==> src/core/ssr_cfg.svh <==
// Constants for the serial slave read responder: function codes, map, timing.
`ifndef SSR_CFG_SVH
`define SSR_CFG_SVH

`define SSR_FC_DISCRETE      8'h02
`define SSR_FC_HOLDING       8'h03
`define SSR_FC_INPUT         8'h04
`define SSR_FC_EXC_FLAG      8'h80
`define SSR_EXC_ILL_FUNC     8'h01
`define SSR_EXC_ILL_ADDR     8'h02
`define SSR_EXC_ILL_VALUE    8'h03

`define SSR_ADDR_MIN         8'h01
`define SSR_ADDR_MAX         8'hf7
`define SSR_ADDR_DEFAULT     8'h01

`define SSR_DISCRETE_COUNT   16'h0015
`define SSR_TEMP_ADDR        16'h0008
`define SSR_TEMP_END         16'h000a
`define SSR_RELAY_MAP_ADDR   16'h0073
`define SSR_LOOP_A_SRC_ADDR  16'h0075

`define SSR_QUERY_LEN_RTU    4'h8
`define SSR_QUERY_LEN_ASCII  4'h7
`define SSR_CRC_INIT         16'hffff
`define SSR_CRC_POLY         16'ha001

// Silent interval: 3.5 characters of 11 bits at the default 9600 baud.
`define SSR_CLK_HZ           64'd20000000
`define SSR_BAUD             64'd9600
`define SSR_CHAR_BITS        64'd11
`define SSR_IDLE_CHAR_X10    64'd35
`define SSR_IDLE_CYCLES \
	((`SSR_IDLE_CHAR_X10 * `SSR_CHAR_BITS * `SSR_CLK_HZ + `SSR_BAUD * 64'd10 - 64'd1) \
	/ (`SSR_BAUD * 64'd10))

`endif

==> src/core/ssr_pkg.sv <==
// Types shared by the serial slave read responder.
package ssr_pkg;
	typedef enum logic [4:0] {
		SSR_IDLE  = 5'b00001,
		SSR_RECV  = 5'b00010,
		SSR_CHECK = 5'b00100,
		SSR_GAP   = 5'b01000,
		SSR_SEND  = 5'b10000
	} ssr_state_t;

	typedef logic [7:0] ssr_byte_t;
endpackage : ssr_pkg

==> src/core/ssr_check.sv <==
// Running error check: CRC-16 for binary framing and LRC for text framing.
`timescale 1ns/1ps
`include "ssr_cfg.svh"

module ssr_check
(
	input  wire logic            clk,
	input  wire logic            rst_n,
	input  wire logic            clear,
	input  wire logic            feed,
	input  wire ssr_pkg::ssr_byte_t data,
	output logic [15:0]          crc,
	output logic [7:0]           sum
);
	import ssr_pkg::*;

	function automatic logic [15:0] crc_step(input logic [15:0] c, input logic [7:0] b);
		logic [15:0] r;
		r = c ^ {8'h00, b};
		for (int i = 0; i < 8; i++)
		begin
			r = r[0] ? ((r >> 1) ^ `SSR_CRC_POLY) : (r >> 1);
		end
		return r;
	endfunction : crc_step

	always_ff @(posedge clk or negedge rst_n)
	begin
		if (!rst_n)
		begin
			crc <= `SSR_CRC_INIT;
			sum <= 8'h00;
		end
		else if (clear)
		begin
			crc <= `SSR_CRC_INIT;
			sum <= 8'h00;
		end
		else if (feed)
		begin
			crc <= crc_step(crc, data);
			sum <= sum + data;
		end
	end
endmodule : ssr_check

==> src/core/ssr_gap_timer.sv <==
// Counts the silent interval held on the line before a response.
`timescale 1ns/1ps
`include "ssr_cfg.svh"

module ssr_gap_timer
#(
	parameter logic [23:0] CYCLES = 24'(`SSR_IDLE_CYCLES)
)
(
	input  wire logic clk,
	input  wire logic rst_n,
	input  wire logic start,
	output logic      done
);
	logic [23:0] count_q;

	always_ff @(posedge clk or negedge rst_n)
	begin
		if (!rst_n)
		begin
			count_q <= 24'h000000;
			done    <= 1'b0;
		end
		else if (start)
		begin
			count_q <= CYCLES;
			done    <= 1'b0;
		end
		else if (count_q > 24'h000001)
		begin
			count_q <= count_q - 24'h000001;
		end
		else if (count_q == 24'h000001)
		begin
			count_q <= 24'h000000;
			done    <= 1'b1;
		end
	end
endmodule : ssr_gap_timer

==> src/core/ssr_top.sv <==
// Slave read responder: takes framed query bytes, answers reads of the point map.
//
// Overview of operation
// A query is address, function, start high/low, count high/low, check; 02/03/04 pick the table.
// Discrete data carry one bit per input, the start address in bit 0 of the first byte, upward.
// A status bit is 1 when its input is active and 0 when it is not.
// Unused high bits of the last discrete byte are sent as zero.
// A response echoes address and function, gives the data byte count, then data and check.
// Twenty-one discrete inputs sit at addresses equal to input number less one.
// Registers go out as two bytes each, high byte first, multi-register values high word first.
// Temperature is a 32-bit float in input registers 08 and 09 hex.
// The master reads two points from the first register of a float; other reads return raw data.
// Holding register 115 carries the six relay source bits in its low bits.
// Holding register 117 carries the binary loop A source selector.
// Only queries to the configured address, 1 to 247, are answered; address 0 is ignored.
// An unsupported function or object address gets an exception response.
// In binary framing the driver is enabled and the line held idle 3.5 characters before sending.
// A query whose check does not match is dropped without a response.
// The response check is computed over all preceding response bytes in the active framing.
`timescale 1ns/1ps
`include "ssr_cfg.svh"

module ssr_top
#(
	parameter logic [23:0] IDLE_CYCLES = 24'(`SSR_IDLE_CYCLES)
)
(
	input  wire logic               clk,
	input  wire logic               nrst,
	input  wire logic [7:0]         own_address,
	input  wire logic               ascii_mode,
	input  wire logic [20:0]        discrete_inputs,
	input  wire logic [31:0]        temperature_value,
	input  wire logic [5:0]         relay_source_select_bits,
	input  wire logic [15:0]        current_loop_a_source_select,
	input  wire ssr_pkg::ssr_byte_t rx_data,
	input  wire logic               rx_valid,
	input  wire logic               rx_frame_end,
	input  wire logic               tx_ready,
	output ssr_pkg::ssr_byte_t      tx_data,
	output logic                    tx_valid,
	output logic                    tx_line_enable,
	output logic                    query_dropped
);
	import ssr_pkg::*;

	////////////////////////////////////////////////////////////////////////////////
	// Reset release.

	logic rst_meta_q;
	logic rst_n;

	always_ff @(posedge clk or negedge nrst)
	begin
		if (!nrst)
		begin
			rst_meta_q <= 1'b0;
			rst_n      <= 1'b0;
		end
		else
		begin
			rst_meta_q <= 1'b1;
			rst_n      <= rst_meta_q;
		end
	end

	////////////////////////////////////////////////////////////////////////////////
	// Decode helpers.

	function automatic logic [15:0] reg_word(input logic [7:0] fc, input logic [15:0] addr);
		logic [15:0] w;
		w = 16'h0000;
		if (fc == `SSR_FC_INPUT)
		begin
			if (addr == `SSR_TEMP_ADDR)
				w = temperature_value[31:16];
			else if (addr == `SSR_TEMP_ADDR + 16'h0001)
				w = temperature_value[15:0];
		end
		else if (addr == `SSR_RELAY_MAP_ADDR)
			w = {10'h000, relay_source_select_bits};
		else if (addr == `SSR_LOOP_A_SRC_ADDR)
			w = current_loop_a_source_select;
		return w;
	endfunction : reg_word

	function automatic logic [7:0] disc_byte(input logic [15:0] start, input logic [15:0] count,
		input logic [7:0] k);
		logic [7:0]  b;
		logic [15:0] pos;
		b = 8'h00;
		for (int j = 0; j < 8; j++)
		begin
			pos = {5'h00, k, 3'(j)};
			if (pos < count && start + pos < `SSR_DISCRETE_COUNT)
				b[j] = discrete_inputs[5'(start + pos)];
			// Bits past the requested count stay zero.  R4
		end
		return b;
	endfunction : disc_byte

	////////////////////////////////////////////////////////////////////////////////
	// State and query capture.

	ssr_state_t  state_q;
	logic [3:0]  rx_cnt_q;
	logic        rx_over_q;
	logic [7:0]  q_addr_q;
	logic [7:0]  q_fc_q;
	logic [15:0] q_start_q;
	logic [15:0] q_count_q;
	logic [7:0]  rsp_fc_q;
	logic [7:0]  rsp_code_q;
	logic [7:0]  data_len_q;
	logic [7:0]  tx_idx_q;
	logic [15:0] crc;
	logic [7:0]  sum;
	logic        gap_done;
	logic        chk_clear;
	logic        chk_feed;
	ssr_byte_t   chk_data;
	ssr_byte_t   next_byte;
	logic [7:0]  last_idx;
	logic [3:0]  query_len;
	logic        accept;
	logic        addr_ok;
	logic        check_ok;
	logic        len_ok;

	assign query_len = ascii_mode ? `SSR_QUERY_LEN_ASCII : `SSR_QUERY_LEN_RTU;
	assign addr_ok   = q_addr_q == own_address && own_address >= `SSR_ADDR_MIN
		&& own_address <= `SSR_ADDR_MAX;
	// Feeding the received check into the running check leaves zero when it matches.
	assign check_ok  = ascii_mode ? (sum == 8'h00) : (crc == 16'h0000);
	assign len_ok    = rx_cnt_q == query_len && !rx_over_q;
	assign accept    = tx_valid && tx_ready;
	// Binary framing ends with two check bytes, text framing with one.
	assign last_idx  = 8'd4 + data_len_q - (ascii_mode ? 8'd1 : 8'd0);

	always_ff @(posedge clk or negedge rst_n)
	begin
		if (!rst_n)
		begin
			rx_cnt_q  <= 4'h0;
			rx_over_q <= 1'b0;
			q_addr_q  <= 8'h00;
			q_fc_q    <= 8'h00;
			q_start_q <= 16'h0000;
			q_count_q <= 16'h0000;
		end
		else if (state_q == SSR_IDLE)
		begin
			rx_cnt_q  <= 4'h0;
			rx_over_q <= 1'b0;
			if (rx_valid)
			begin
				q_addr_q <= rx_data;
				rx_cnt_q <= 4'h1;
			end
		end
		else if (state_q == SSR_RECV && rx_valid)
		begin
			if (rx_cnt_q == query_len)
				rx_over_q <= 1'b1;
			else
				rx_cnt_q <= rx_cnt_q + 4'h1;
			unique case (rx_cnt_q)
				4'h1: q_fc_q           <= rx_data;
				4'h2: q_start_q[15:8]  <= rx_data;
				4'h3: q_start_q[7:0]   <= rx_data;
				4'h4: q_count_q[15:8]  <= rx_data;
				4'h5: q_count_q[7:0]   <= rx_data;
				default: ;
			endcase
		end
	end

	////////////////////////////////////////////////////////////////////////////////
	// Query validation: choose data or exception answer.

	always_ff @(posedge clk or negedge rst_n)
	begin
		if (!rst_n)
		begin
			rsp_fc_q   <= 8'h00;
			rsp_code_q <= 8'h00;
			data_len_q <= 8'h00;
		end
		else if (state_q == SSR_CHECK)
		begin
			rsp_fc_q   <= q_fc_q;
			data_len_q <= 8'h00;
			rsp_code_q <= 8'h00;
			if (q_fc_q != `SSR_FC_DISCRETE && q_fc_q != `SSR_FC_HOLDING
				&& q_fc_q != `SSR_FC_INPUT)
			begin
				rsp_fc_q   <= q_fc_q | `SSR_FC_EXC_FLAG;
				rsp_code_q <= `SSR_EXC_ILL_FUNC;
			end
			else if (q_count_q == 16'h0000)
			begin
				rsp_fc_q   <= q_fc_q | `SSR_FC_EXC_FLAG;
				rsp_code_q <= `SSR_EXC_ILL_VALUE;
			end
			else if (q_fc_q == `SSR_FC_DISCRETE
				&& {1'b0, q_start_q} + {1'b0, q_count_q} <= {1'b0, `SSR_DISCRETE_COUNT})
			begin
				data_len_q <= 8'((q_count_q + 16'h0007) >> 3);
				rsp_code_q <= 8'((q_count_q + 16'h0007) >> 3);
			end
			// A float read that starts mid-value is served as raw words.  R9
			else if (q_fc_q == `SSR_FC_INPUT && q_start_q >= `SSR_TEMP_ADDR
				&& {1'b0, q_start_q} + {1'b0, q_count_q} <= {1'b0, `SSR_TEMP_END})
			begin
				data_len_q <= 8'(q_count_q << 1);
				rsp_code_q <= 8'(q_count_q << 1);
			end
			else if (q_fc_q == `SSR_FC_HOLDING && q_count_q == 16'h0001
				&& (q_start_q == `SSR_RELAY_MAP_ADDR || q_start_q == `SSR_LOOP_A_SRC_ADDR))
			begin
				data_len_q <= 8'h02;
				rsp_code_q <= 8'h02;
			end
			else
			begin
				rsp_fc_q   <= q_fc_q | `SSR_FC_EXC_FLAG;
				rsp_code_q <= `SSR_EXC_ILL_ADDR;
			end
		end
	end

	////////////////////////////////////////////////////////////////////////////////
	// Response byte selection.

	always_comb
	begin
		logic [7:0]  k;
		logic [15:0] w;
		k = tx_idx_q - 8'd3;
		w = reg_word(q_fc_q, q_start_q + {9'h000, k[7:1]});
		if (tx_idx_q == 8'd0)
			next_byte = q_addr_q;
		else if (tx_idx_q == 8'd1)
			next_byte = rsp_fc_q;
		else if (tx_idx_q == 8'd2)
			next_byte = rsp_code_q;
		else if (tx_idx_q < 8'd3 + data_len_q)
		begin
			if (q_fc_q == `SSR_FC_DISCRETE)
				next_byte = disc_byte(q_start_q, q_count_q, k);
			else
				next_byte = k[0] ? w[7:0] : w[15:8];
		end
		else if (ascii_mode)
			next_byte = 8'(8'h00 - sum);
		else if (tx_idx_q == 8'd3 + data_len_q)
			next_byte = crc[7:0];
		else
			next_byte = crc[15:8];
	end

	////////////////////////////////////////////////////////////////////////////////
	// Sequencer.

	always_ff @(posedge clk or negedge rst_n)
	begin
		if (!rst_n)
		begin
			state_q <= SSR_IDLE;
		end
		else
		begin
			unique case (state_q)
				SSR_IDLE:
					if (rx_valid)
						state_q <= SSR_RECV;
				SSR_RECV:
					if (rx_frame_end)
						state_q <= (len_ok && check_ok && addr_ok) ? SSR_CHECK : SSR_IDLE;
				SSR_CHECK:
					state_q <= SSR_GAP;
				SSR_GAP:
					if (gap_done || ascii_mode)
						state_q <= SSR_SEND;
				SSR_SEND:
					if (accept && tx_idx_q == last_idx + 8'd1)
						state_q <= SSR_IDLE;
				default:
					state_q <= SSR_IDLE;
			endcase
		end
	end

	always_ff @(posedge clk or negedge rst_n)
	begin
		if (!rst_n)
			query_dropped <= 1'b0;
		else
			query_dropped <= state_q == SSR_RECV && rx_frame_end
				&& !(len_ok && check_ok) && addr_ok;
	end

	// The driver stays enabled from the silent interval to the last byte so the line never floats.
	always_ff @(posedge clk or negedge rst_n)
	begin
		if (!rst_n)
			tx_line_enable <= 1'b0;
		else
			tx_line_enable <= state_q == SSR_CHECK || state_q == SSR_GAP
				|| (state_q == SSR_SEND && !(accept && tx_idx_q == last_idx + 8'd1));
	end

	always_ff @(posedge clk or negedge rst_n)
	begin
		if (!rst_n)
		begin
			tx_idx_q <= 8'h00;
			tx_data  <= 8'h00;
			tx_valid <= 1'b0;
		end
		else if (state_q != SSR_SEND)
		begin
			tx_idx_q <= 8'h00;
			tx_valid <= 1'b0;
		end
		else if (!tx_valid || accept)
		begin
			// Each header and data byte enters the check as it is loaded, so the check bytes cover every byte before the first of them.
			if (tx_idx_q <= last_idx)
			begin
				tx_data  <= next_byte;
				tx_valid <= 1'b1;
				tx_idx_q <= tx_idx_q + 8'd1;
			end
			else
			begin
				tx_valid <= 1'b0;
				tx_idx_q <= tx_idx_q + 8'd1;
			end
		end
	end

	////////////////////////////////////////////////////////////////////////////////
	// Error check and silent-interval timer.

	// The same check unit serves the query and then the answer; they never overlap.
	assign chk_clear = state_q == SSR_IDLE || state_q == SSR_CHECK;
	assign chk_feed  = (rx_valid && state_q != SSR_SEND && state_q != SSR_GAP
		&& state_q != SSR_CHECK && rx_cnt_q < query_len)
		|| (state_q == SSR_SEND && (!tx_valid || accept) && tx_idx_q < 8'd3 + data_len_q);
	assign chk_data  = state_q == SSR_SEND ? next_byte : rx_data;

	ssr_check u_check
	(
		.clk   (clk),
		.rst_n (rst_n),
		.clear (chk_clear && !(state_q == SSR_IDLE && rx_valid)),
		.feed  (chk_feed),
		.data  (chk_data),
		.crc   (crc),
		.sum   (sum)
	);

	ssr_gap_timer
	#(
		.CYCLES (IDLE_CYCLES)
	)
	u_gap
	(
		.clk   (clk),
		.rst_n (rst_n),
		.start (state_q == SSR_CHECK && !ascii_mode),
		.done  (gap_done)
	);
endmodule : ssr_top

==> config.mk <==
export PLATFORM = sky130hd
export DESIGN_NAME = ssr_top
export DESIGN_NICKNAME = d
export VERILOG_FILES = /design/src/core/ssr_pkg.sv /design/src/core/ssr_check.sv /design/src/core/ssr_gap_timer.sv /design/src/core/ssr_top.sv
export VERILOG_INCLUDE_DIRS = /design/src /design/src/core
export SDC_FILE = /design/constraint.sdc
export NUM_CORES = 1
export LEC_CHECK = 0
export ABC_AREA = 0
export BUFFER_PORTS_ARGS = -buffer_cell sky130_fd_sc_hd__buf_2
export CORE_ASPECT_RATIO = 1.1
export CORE_UTILIZATION = 25
export DETAILED_ROUTE_END_ITERATION = 8
export PLACE_DENSITY = 0.49
export SETUP_SLACK_MARGIN = 0.3
export SLEW_MARGIN = 5
export SYNTH_ARGS = -nofsm -noshare
export SYNTH_HDL_FRONTEND = slang
export SYNTH_SLANG_ARGS = --single-unit
==> constraint.sdc <==
create_clock -name clk -period 14 [get_ports clk]
set_clock_uncertainty 0.05 [all_clocks]
set_input_delay 2.1 -clock clk [delete_from_list [all_inputs] [get_ports clk]]
set_output_delay 2.1 -clock clk [all_outputs]
set_load 0.03 [all_outputs]
# After elaboration in Yosys (flattened, before gate mapping)
# Cells that the tools add are included.
# Widths: inputs -> output; s select.
dict set report totals {
  in_bits 97
  out_inout_bits 11
  reg_bits 152
}
dict set report classes {
  reduce_logical 70
  n_lt_le_gt_ge 33
  addsub 21
  bitwise 11
  mux 91
  n_eq_ne 39
}
# cell n
set ops {}
lappend ops {{$mux 16} 15}
lappend ops {{$mux 8} 26}
lappend ops {{$add 16x11->16} 8}
lappend ops {{$lt 11x16->1} 8}
lappend ops {{$lt 16x5->1 const B} 8}
lappend ops {{$mux 24} 3}
lappend ops {{$eq 16x7->1 const B} 4}
lappend ops {{$lt 5x6->1 const B} 8}
lappend ops {{$bmux 1 s5} 8}
lappend ops {{$logic_and 1x1->1} 36}
lappend ops {{$eq 16x4->1 const B} 2}
lappend ops {{$logic_not 16->1} 2}
lappend ops {{$mux 1} 28}
lappend ops {{$pmux 5 s5} 1}
lappend ops {{$eq 24x1->1 const B} 1}
lappend ops {{$eq 8x2->1 const B} 3}
lappend ops {{$eq 8x8->1} 3}
lappend ops {{$gt 24x1->1 const B} 1}
lappend ops {{$not 2->3} 8}
lappend ops {{$sub 24x1->24 const B} 1}
lappend ops {{$mux 5} 4}
lappend ops {{$reduce_and 3->1} 6}
lappend ops {{$add 16x16->17} 1}
lappend ops {{$le 17x4->1 const B} 1}
lappend ops {{48 further kinds} 79}

# Depth between registers and ports, before layout
# Gate-level depths: netlist of run 1.
dict set report depth {
  depth_word 32
  mapped_depth 27
  mapped_depth_nobuf 25
}

# By module
# A second synthesis of run 1 with hierarchy kept.
dict set report unflattened {
  hier_cells 1762
  area_unflattened_um2 15099.5
}
# mod instances cells_each area_per_inst_um2
set modules_own_cells {}
lappend modules_own_cells {ssr_top 1 1483 12295.5}
lappend modules_own_cells {ssr_check 1 144 1492.7}
lappend modules_own_cells {ssr_gap_timer 1 135 1311.3}

# Worst setup path before layout of run 1
# No wires, ideal clock.
dict set report synth_timing {
  path_kind {reg-to-reg}
  start {reg tx_idx_q[0]}
  end {reg u_check.sum[7]}
  setup_slack_ps 7865
  t_required_ps 13868
  path_buffers 1
  path_stages_with_launch 25
  arrival_time_ps 6002
  path_cell_list {dfrtp_1 > clkbuf_1 > inv_1 > ha_1 > ha_1 > fa_1 > a21o_1 > and4_1 > or3_1 > a2111oi_4 > and3b_1 > nand3_4 > mux4_2 > a211oi_2 > o31ai_2 > ha_1 > a21o_1 > a21o_1 > a21o_1 > a21oi_1 > o21bai_1 > a21oi_1 > xor2_1 > a21oi_1 > o22ai_1}
}
dict set report synth_via {
  elab_chain_cells 16
  word_cells_on_any_way 87
  classes_between {11 x add/sub; 17 x order compare; 7 x eq/ne; 40 x mux; 12 x reduce/logical}
}
# element line
set synth_rtl {}
lappend synth_rtl {{start: declaration} ssr_top.sv:115} ;# logic [7:0] tx_idx_q;
lappend synth_rtl {{start signal: assignment} ssr_top.sv:333} ;# tx_idx_q <= tx_idx_q + 8'd1;
lappend synth_rtl {{start signal: assignment} ssr_top.sv:338} ;# tx_idx_q <= tx_idx_q + 8'd1;
lappend synth_rtl {{branches (longest 16 deep; another with $add 16x11->16)} -}
lappend synth_rtl {{end signal: assignment} ssr_check.sv:42} ;# sum <= sum + data;
lappend synth_rtl {{end: declaration} ssr_check.sv:13} ;# output logic [7:0] sum
# Parallel ways; which one is timed is not known. The select of a mux whose other input is x is not followed.
# A chain may end at the register's enable or synchronous reset.

# Worst setup path after layout of run 1
dict set report layout_timing {
  start {reg tx_idx_q[4]}
  end {reg u_check.sum[7]}
}
# The elaborated chain is that of the path after synthesis.

==> flow_summary.toml, run 1 <==
[run_status]
outcome = "finished, final reports clean"

[synthesis]
avgSynthCellArea_um2 = 8.652
synthTopCellsByCount = "142 x nor2_1, 133 x nand2_1, 129 x dfrtp_1"
synth_compound_area_frac = 0.1909
synth_fa_ha_area_frac = 0.1015
ys_warn_count = 0
synth_nets = 1886
synth-edff-count = 0
synth.area.top_cells = "dfrtp_1 22%, ha_1 9.3%, xnor2_1 7.6%"
synth_cell_types = 92
ys.flop_type = "dfrtp_1"
synth_top_cell_by_area = "dfrtp_1"
syn_inst = 1675
muxShareOfSynthArea = 0.1102
yosysSeqAreaShare = 0.2536
async_flop_share = 1.000
syn_area_um2 = 14490
synth_top_family_by_area = "compound AO/OA/AOI/OAI gates"
ys_ff_latch = 146
synth-xor-area-share = 0.1234
yosys.area.top_type_share = 0.2228
synth-simple-area-share = 0.1780
yosysMostFrequentCell = "nor2_1"

[global_route]
grt_pass1_wl_um = 81560
grt_pass1_vias = 13067
gr-total-overflow = 0
antenna_found_initial = 2
grt_usage = 0.1827
grt_max_degree = 77

[worst_setup_path]
setup.worst_path.start = "tx_idx_q[4]$_DFFE_PN0P_"
rr_startpoint = "tx_idx_q[4]$_DFFE_PN0P_"
crit_slowest_cell = "a2111oi_2"
path_cells = "or4_1 -> nor2_1 -> xor2_1 -> ha_1 -> nand2_1 -> o211a_1 -> a2111oi_2 -> o21ai_0 -> a221o_1 -> o21ai_0 -> a211oi_2 -> o31ai_2 -> ha_1 -> a21o_1 -> a21o_1 -> a21o_1 -> a21oi_1 -> o21bai_1 -> a21oi_1 -> xor2_1 -> a21oi_1 -> o22ai_1"
critPathMaxStageDelay_ns = 0.81
crit_fanout = 18
startpoint_type = "register"
worstPathArrival_ns = 7.79
cp_top_family = "compound AO/OA/AOI/OAI gates"
path_class = "reg2reg"
critPathCaptureType = "register"
path_buf_inv = 0
worstPathRequired_ns = 14.31

[drt]
wire_per_inst_um = 21.67
drcViolationCount = 0
antenna_left = 0
drt-met1-wl_um = 22990
vias_per_cell = 5.311
via_count = 13309
wl_met2_um = 26220
drt_iter0_markers = 904
wirelength_um = 54310
wl_met3_um = 2900
drt_first_pass_iters = 5
top_layer = "met5"

[floorplan]
placeableCoreArea_um2 = 57330
num_rows = 92
io-pin-count = 108
start_util = 0.2528
dieArea_um2 = 58930
fp.dieH_um = 254.5
die-width_um = 231.6

[clock_network]
post_cts_resized = 0
clk-insertion-delay-late_ns = 0.45
clock-sinks = 146
htree_levels = 4
cts.hold.buffers_added = 0
post-cts-setup-buffer-count = 0
cts_tree = "yes"
cts_buffers = 17
clk_pin_slew_ns = 0.07
clockBufferDepth = 2
root_buffer = "clkbuf_16"

[worst_hold_path]
hold_class = "reg2reg"
hold_start = "rst_meta_q$_DFF_PN0_"

[power_and_ir_drop]
power_density_nw_per_um2 = 147.7
p_leak_nw = 6.845
vdd_drop_max_uv = 87.12

[placement]
post-place-cells = 2474
hpwl_um = 42940
gp_congestion = 0.9350
portBuffers = 107
dpl_worst_slack_ns = 6.686

[cells_and_area]
seq_area_um2 = 3679
antennaDiodeCount = 0
fillers = 6184
final_net_count = 1952
syn_to_final_growth_pct = 13.09
layout-drive-gt1-share = 0.1602
multi_input_area_um2 = 10210
layoutNonFillerInstCount = 2506

[timing]
tightest_slew_ns = 1.324
min_period_over_period = 0.5344
min_period_ns = 7.481
fmax_mhz = 133.7
slew_viol_final = 0
relSlewSlack = 0.09477
fin_setup_tns_ns = 0
hold_ws_ns = 0.3119
fin_ws_ns = 6.519
setup_viol = 0
finalHoldViolCount = 0
rsz0062_at_grt = "no"

[job]
max-cap-violations = 0
==> power breakdown <==
group,internal (W),leakage [nW],switching [W],total [W]
logic,0.000542,4.72,0.000778,0.00132
clock network,0.000239,0.279,0.000222,0.000460
registers,0.000523,1.85,0.000117,0.000640
total,0.00130,6.85,0.00112,0.00242
==> routing by layer <==
metal  global-route usage  vias to the layer above
met2               0.3126                      412
met5                    0                        -
li1                     -                     6253
met1               0.2247                     6538
met4              0.07914                        4
met3              0.03131                      102
==> cell type report <==
class	instances	share of cell area
tap	752	0.05741
clock buffer	17	0.02596
clock inverter	15	0.009925
sequential	146	0.2245
multi-input combinational	1371	0.6228
inverter	79	0.01809
timing repair buffer	126	0.04138
==> sequential cells by signal (all words and copies together), names as in the netlist, 2 cells and up <==
signal	count
q_start_q	16
q_count_q	16
u_gap.count_q	24
rx_cnt_q	4
state_q	5
u_check.crc	16
tx_idx_q	8
rsp_fc_q	8
data_len_q	2
u_check.sum	8
q_addr_q	8
q_fc_q	8
tx_data	8
rsp_code_q	8
==> final timing paths <==
kind	endpoint	slack, ns	cells past startpoint
min in group asynchronous	u_gap.count_q[22]$_DFFE_PN0P_	0.40	0
max in group asynchronous	tx_valid$_DFFE_PN0P_	11.86	1
setup / recovery	u_check.sum[7]$_DFFE_PN0P_	6.52	22
hold reg to reg	rst_n$_DFF_PN0_	0.31	0
hold / removal	rst_n$_DFF_PN0_	0.31	0
setup reg to reg	u_check.sum[7]$_DFFE_PN0P_	6.52	22
==> metrics by stage <==
step / power (W) / cell area (um2) / utilization
floorplan: 0.001558 / 14490 / -
global placement: 0.001963 / 15800 / 0.2756
detailed placement: 0.001958 / 15800 / 0.2756
CTS: 0.002432 / 16390 / 0.2859
global route: 0.002572 / 16390 / 0.2859
finish: 0.002421 / 16390 / 0.2859
==> worst register-to-register path: cells and delay by family (launching register included) <==
kind,cells,cell delay [ns]
xor+xnor,2,0.52
compound gates,15,4.15
fa+ha+maj,2,1.04
simple gates,3,1.13
flops,1,0.52
==> placed cells by master, fill, tap and decap left out, drive strengths merged, types with 8 or more instances in the layout <==
| cell | instances |
|---|---|
| o211ai | 16 |
| o31ai | 10 |
| nand3 | 36 |
| xnor2 | 127 |
| buf | 126 |
| o22ai | 8 |
| inv | 85 |
| dfrtp | 129 |
| a2111oi | 10 |
| nand4 | 39 |
| dfstp | 17 |
| o21a | 9 |
| mux2i | 29 |
| mux2 | 54 |
| mux4 | 31 |
| o21ai | 96 |
| a21boi | 8 |
| nand2b | 15 |
| a21oi | 127 |
| nor2 | 142 |
| nor3b | 15 |
| nor2b | 12 |
| o22a | 14 |
| or4 | 8 |
| or3 | 14 |
| a31oi | 16 |
| a211oi | 18 |
| o221ai | 9 |
| a21o | 18 |
| clkbuf | 17 |
| o21bai | 12 |
| nand2 | 133 |
| nor3 | 38 |
| ha | 108 |
| nor4 | 32 |
| and3 | 13 |
| xor2 | 64 |
==> kinds of logic (layout without fill, tap and decap cells) <==
logic type               after synthesis  count (layout)
AO/OA/AOI/OAI                        424             424
buffers and inverters                158             237
XOR/XNOR                             195             195
AND/OR/NAND/NOR                      523             523
flip-flops                           146             146
multiplexers                         114             114
other                                  1               1
adder cells (fa/ha/maj)              114             114
No activity file was read; power rests on OpenSTA's default activity.
==> run 2, diff against run 1 <==
--- a/config.mk
+++ b/config.mk
@@ -11,7 +11,7 @@
 export CORE_ASPECT_RATIO = 1.1
 export CORE_UTILIZATION = 25
 export DETAILED_ROUTE_END_ITERATION = 8
-export PLACE_DENSITY = 0.49
+export PLACE_DENSITY = 0.5
 export SETUP_SLACK_MARGIN = 0.3
 export SLEW_MARGIN = 5
 export SYNTH_ARGS = -nofsm -noshare
==> constraint.sdc (replaced) <==
create_clock -name clk -period 6.2 [get_ports clk]
set_clock_uncertainty 0.05 [all_clocks]
set_input_delay 0.93 -clock clk [delete_from_list [all_inputs] [get_ports clk]]
set_output_delay 0.93 -clock clk [all_outputs]
set_load 0.03 [all_outputs]
==> flow_summary.toml, run 2 (same netlist as run 1, synthesis figures left out) <==
[cells_and_area]
layoutNonFillerInstCount = 2607
final_net_count = 2052
final_area_um2 = 17470
fillers = 6059
largest_reg_flops = 24
syn_to_final_growth_pct = 20.55
mostFrequentLayoutCells = "139 x nor2_1, 132 x nand2_1, 126 x dfrtp_1"
seq_area_um2 = 3681
mostFrequentLayoutCell = "nor2_1"
top_register = "u_gap.count_q"
fin_util = 0.3047
layout-drive-gt1-share = 0.2276
multi_input_area_um2 = 10500

[floorplan]
die-width_um = 231.6
dieArea_um2 = 58930
start_util = 0.2528
io-pin-count = 108
placeableCoreArea_um2 = 57330
fp.dieH_um = 254.5
num_rows = 92

[timing]
relSlewSlack = 0.4078
tightest_slew_ns = 0.8883
slew_viol_final = 0
setup_viol = 0
finalHoldViolCount = 0
min_period_ns = 5.975
hold_ws_ns = 0.1962
fmax_mhz = 167.4
rsz0062_at_grt = "yes"
min_period_over_period = 0.9638

[worst_setup_path]
crit_fanout = 16
path_class = "reg2reg"
worst_path_most_repeated_cell = "buf_4"
path_buf_inv = 6
critPathCaptureType = "register"
critPathMaxStageDelay_ns = 0.57
crit_slowest_cell = "or4_4"
rr_worst_depth = 23
cp_top_family = "XOR/XNOR gates"
crit_cells = 23
path_cells = "or4_4 -> nor2_1 -> xor2_1 -> buf_4 -> buf_4 -> ha_1 -> buf_6 -> nand4_1 -> nor3_1 -> buf_4 -> a21oi_1 -> xnor2_1 -> o2111ai_1 -> o21ai_1 -> buf_4 -> a211oi_1 -> o21ai_2 -> buf_4 -> xor2_1 -> xnor2_2 -> xnor3_1 -> xor3_1 -> o22a_1"
worstPathRequired_ns = 6.52
startpoint_type = "register"
worstPathArrival_ns = 6.30

[power_and_ir_drop]
power_density_nw_per_um2 = 327.8
power.internal_w = 0.003168
combPwrFrac = 0.559
p_sw_frac = 0.4468
p_switching_w = 0.002559
sequentialPowerShare = 0.255
p_total_w = 0.005727
vdd_drop_max_uv = 198.8
p_clk_frac = 0.186
p_leak_nw = 7.442

[drt]
via_count = 13863
drcViolationCount = 0
antenna_left = 0
wirelength_um = 54760
wire_per_inst_um = 21.01
vias_per_cell = 5.318
drt_iter0_markers = 883
drt_first_pass_iters = 7

[global_route]
antenna_found_initial = 1
grt_usage = 0.1846
grt_max_degree = 68
grt_pass1_wl_um = 83080
gr-total-overflow = 0
grt_pass1_vias = 13663

[job]
max-cap-violations = 0

[clock_network]
clk_pin_slew_ns = 0.07
htree_levels = 4
cts.hold.buffers_added = 0
cts_buffers = 17
clock-sinks = 146
root_buffer = "clkbuf_16"
cts_tree = "yes"
clockBufferDepth = 2
clk-insertion-delay-late_ns = 0.45

[placement]
hpwl_um = 43650
post-place-cells = 2560
post_dp_cell_area_um2 = 16500
gp_congestion = 1.052
portBuffers = 107

[worst_hold_path]
hold_class = "in2async"

[run_status]
outcome = "finished, final reports clean"
run 2: cell count changes in the layout (fill, tap and decap cells not counted), sizes merged:
cell / previous run / this run
buf: 126 / 226
clkinvlp: 3 / 1
bufinv: 0 / 1
clkbuf: 17 / 18
diode: 0 / 1
run 2: cell type report:
cell class                      instances  share of cell area
Clock buffer                           18             0.02514
Antenna cell                            1           0.0001432
Timing Repair Buffer                  226             0.08294
Inverter                               79             0.01697
Clock inverter                         14            0.009383
Multi-Input combinational cell       1371              0.6008
Sequential cell                       146              0.2107
Tap cell                              752             0.05386
run 2: power groups by stage:
stage          logic, W  clock network, W  registers [W]
2_1_floorplan   0.00212                 0        0.00141
3_3_place_gp    0.00311                 0        0.00146
3_5_place_dp    0.00312                 0        0.00147
4_1_cts         0.00316           0.00110        0.00146
5_1_grt         0.00346           0.00114        0.00148
6_report        0.00320           0.00107        0.00146
run 2: path summary, 6_finish.rpt:
| kind | start | endpoint | slack, ns |
|---|---|---|---|
| setup reg to reg | tx_idx_q[5]$_DFFE_PN0P_ | u_check.crc[0]$_DFFE_PN1P_ | 0.22 |
| hold / removal | nrst | rst_n$_DFF_PN0_ | 0.20 |
| hold reg to reg | rst_n$_DFF_PN0_ | u_gap.count_q[21]$_DFFE_PN0P_ | 0.27 |
| min in group clk | rst_meta_q$_DFF_PN0_ | rst_n$_DFF_PN0_ | 0.31 |
| max in group asynchronous | rst_n$_DFF_PN0_ | tx_idx_q[1]$_DFFE_PN0P_ | 4.46 |
| setup / recovery | tx_idx_q[5]$_DFFE_PN0P_ | u_check.crc[0]$_DFFE_PN1P_ | 0.22 |
run 2: through the flow:
stage,worst slack [ns],setup TNS [ns]
2_1_floorplan,0.3066,0
3_3_place_gp,-0.1795,-0.4988
5_1_grt,-0.05445,-0.05445
3_5_place_dp,-0.1476,-0.2653
6_report,0.2247,0
4_1_cts,0.2465,0
run 2: timing repair:
action | 4_1_cts | 5_1_grt
resized for setup | 34 | 19
buffers inserted | 13 | 1
endpoints found under the setup margin | 6 | 7
pin swaps | 20 | 14
run 2: metal layers:
metal / track usage / up-vias / wire length [um]
met2: 0.3134 / 498 / 26420
met3: 0.02258 / 120 / 2688
li1: - / 6463 / -
met5: 0 / - / 8
met4: 0.07989 / 2 / 2159
met1: 0.2348 / 6780 / 23490
==> run 3, diff against run 2 <==
--- a/config.mk
+++ b/config.mk
@@ -11,7 +11,9 @@
 export CORE_ASPECT_RATIO = 1.1
 export CORE_UTILIZATION = 25
 export DETAILED_ROUTE_END_ITERATION = 8
+export HOLD_SLACK_MARGIN = 0.02
 export PLACE_DENSITY = 0.5
+export REMOVE_ABC_BUFFERS = 1
 export SETUP_SLACK_MARGIN = 0.3
 export SLEW_MARGIN = 5
 export SYNTH_ARGS = -nofsm -noshare
==> flow_summary.toml, run 3 (same netlist as run 1, synthesis figures left out) <==
[global_route]
antenna_found_initial = 2
grt_usage = 0.1834
gr-total-overflow = 0
grt_max_degree = 73
grt_pass1_vias = 13883
grt_pass1_wl_um = 83170

[clock_network]
cts_tree = "yes"
cts.hold.buffers_added = 0
htree_levels = 4
clock-sinks = 146
root_buffer = "clkbuf_16"
clk-insertion-delay-late_ns = 0.44
cts_buffers = 17
clk_pin_slew_ns = 0.07
clockBufferDepth = 2

[drt]
vias_per_cell = 5.253
drt_first_pass_iters = 6
drt_iter0_markers = 1077
drcViolationCount = 0
wire_per_inst_um = 20.64
via_count = 13767
antenna_left = 0
wirelength_um = 54110

[worst_setup_path]
crit_fanout = 7
critPathCaptureType = "register"
worstPathArrival_ns = 6.19
setup.worst_path.start = "tx_idx_q[4]$_DFFE_PN0P_"
rr_startpoint = "tx_idx_q[4]$_DFFE_PN0P_"
startpoint_type = "register"
worstPathRequired_ns = 6.51
rr_worst_depth = 20
reg2reg_slack_ns = 0.32
path_class = "reg2reg"
r2r_end = "u_check.crc[0]$_DFFE_PN1P_"

[timing]
fin_ws_ns = 0.3242
hold_ws_ns = 0.1583
relSlewSlack = 0.3762
min_period_ns = 5.876
slew_viol_final = 0
finalHoldViolCount = 0
setup_viol = 0
tightest_slew_ns = 0.9356
fmax_mhz = 170.2
rsz0062_at_grt = "yes"
min_period_over_period = 0.9477

[floorplan]
num_rows = 92
dieArea_um2 = 58930
start_util = 0.2528
placeableCoreArea_um2 = 57330
io-pin-count = 108
die-width_um = 231.6
fp.dieH_um = 254.5

[placement]
hpwl_um = 43520
dpl_worst_slack_ns = -0.2194
gp_congestion = 1.014
post-place-cells = 2582
portBuffers = 107

[power_and_ir_drop]
power_density_nw_per_um2 = 324.7
vdd_drop_max_uv = 219.9
p_leak_nw = 7.494

[cells_and_area]
top_register = "u_gap.count_q"
final_net_count = 2066
mostFrequentLayoutCells = "138 x nor2_1, 131 x nand2_1, 131 x buf_4"
layoutNonFillerInstCount = 2621
syn_to_final_growth_pct = 21.33
layout-drive-gt1-share = 0.2420
mostFrequentLayoutCell = "nor2_1"
largest_reg_flops = 24

[job]
max-cap-violations = 0

[worst_hold_path]
hold_class = "reg2async"

[run_status]
outcome = "finished, final reports clean"
run 3: cell count changes in the layout (fill, tap and decap cells not counted), sizes merged:
cell | previous run | this run
buf | 226 | 240
bufinv | 1 | 0
inv | 85 | 86
run 3: worst max-delay path by stage:
stage,to,cells after the start,slack (ns)
after global routing,u_check.sum[7]$_DFFE_PN0P_,24,0.08
final,u_check.crc[0]$_DFFE_PN1P_,20,0.32
after CTS,u_check.crc[0]$_DFFE_PN1P_,25,0.29
after global placement,u_check.crc[0]$_DFFE_PN1P_,21,-0.25
after detailed placement,u_check.crc[0]$_DFFE_PN1P_,21,-0.22
after floorplan,u_check.sum[7]$_DFFE_PN0P_,23,-0.36
run 3: per-layer routing:
metal / track usage / part of all wire / wire (um)
met5: 0 / 0.00041 / 22
met4: 0.06335 / 0.030 / 1601
met3: 0.02538 / 0.043 / 2333
met2: 0.3173 / 0.49 / 26410
met1: 0.2325 / 0.44 / 23750
run 3: metrics by stage:
step                      utilization  total power, W  setup TNS (ns)  area [um2]
final                          0.3067        0.005709               0       17580
after floorplan                     -        0.003485         -0.3846       14180
after global placement         0.2900        0.004572         -0.5256       16620
after CTS                      0.3038        0.005680               0       17420
after detailed placement       0.2900        0.004598         -0.5224       16620
after global routing           0.3067        0.006077               0       17580
run 3: area by class of cell:
class	count	area (um2)
antenna	1	2.502
clock buffer	18	439.2
tap	752	940.9
clock inverter	14	120.1
fill	6097	39740
inverter	79	296.5
timing repair buffer	240	1550
sequential	146	3681
multi-input combinational	1371	10550
run 3: report_power, final:
group | switching (W) | internal, W
combinational | 0.00177 | 0.00145
clock | 0.000468 | 0.000538
sequential | 0.000301 | 0.00118
total | 0.00254 | 0.00317
run 3: critical path, stage by stage, from the launching register on:
cell and delay (ns):
dfrtp_1 0.39, or4_4 0.58, a211oi_2 0.20, xor2_1 0.14, buf_4 0.17, ha_1 0.36
inv_1 0.19, a2111oi_2 0.36, buf_4 0.22, a21oi_1 0.06, xnor2_1 0.17, or4_4 0.56
o31ai_4 0.39, buf_4 0.18, a211oi_2 0.07, a31oi_2 0.29, xnor2_1 0.18, xor3_1 0.30
xnor3_1 0.39, xor3_1 0.36, o22a_1 0.18
run 3: repair_timing:
action,4_1_cts,5_1_grt
endpoints found under the setup margin,7,7
buffers inserted,4,2
resized for setup,46,29
pin swaps,11,10
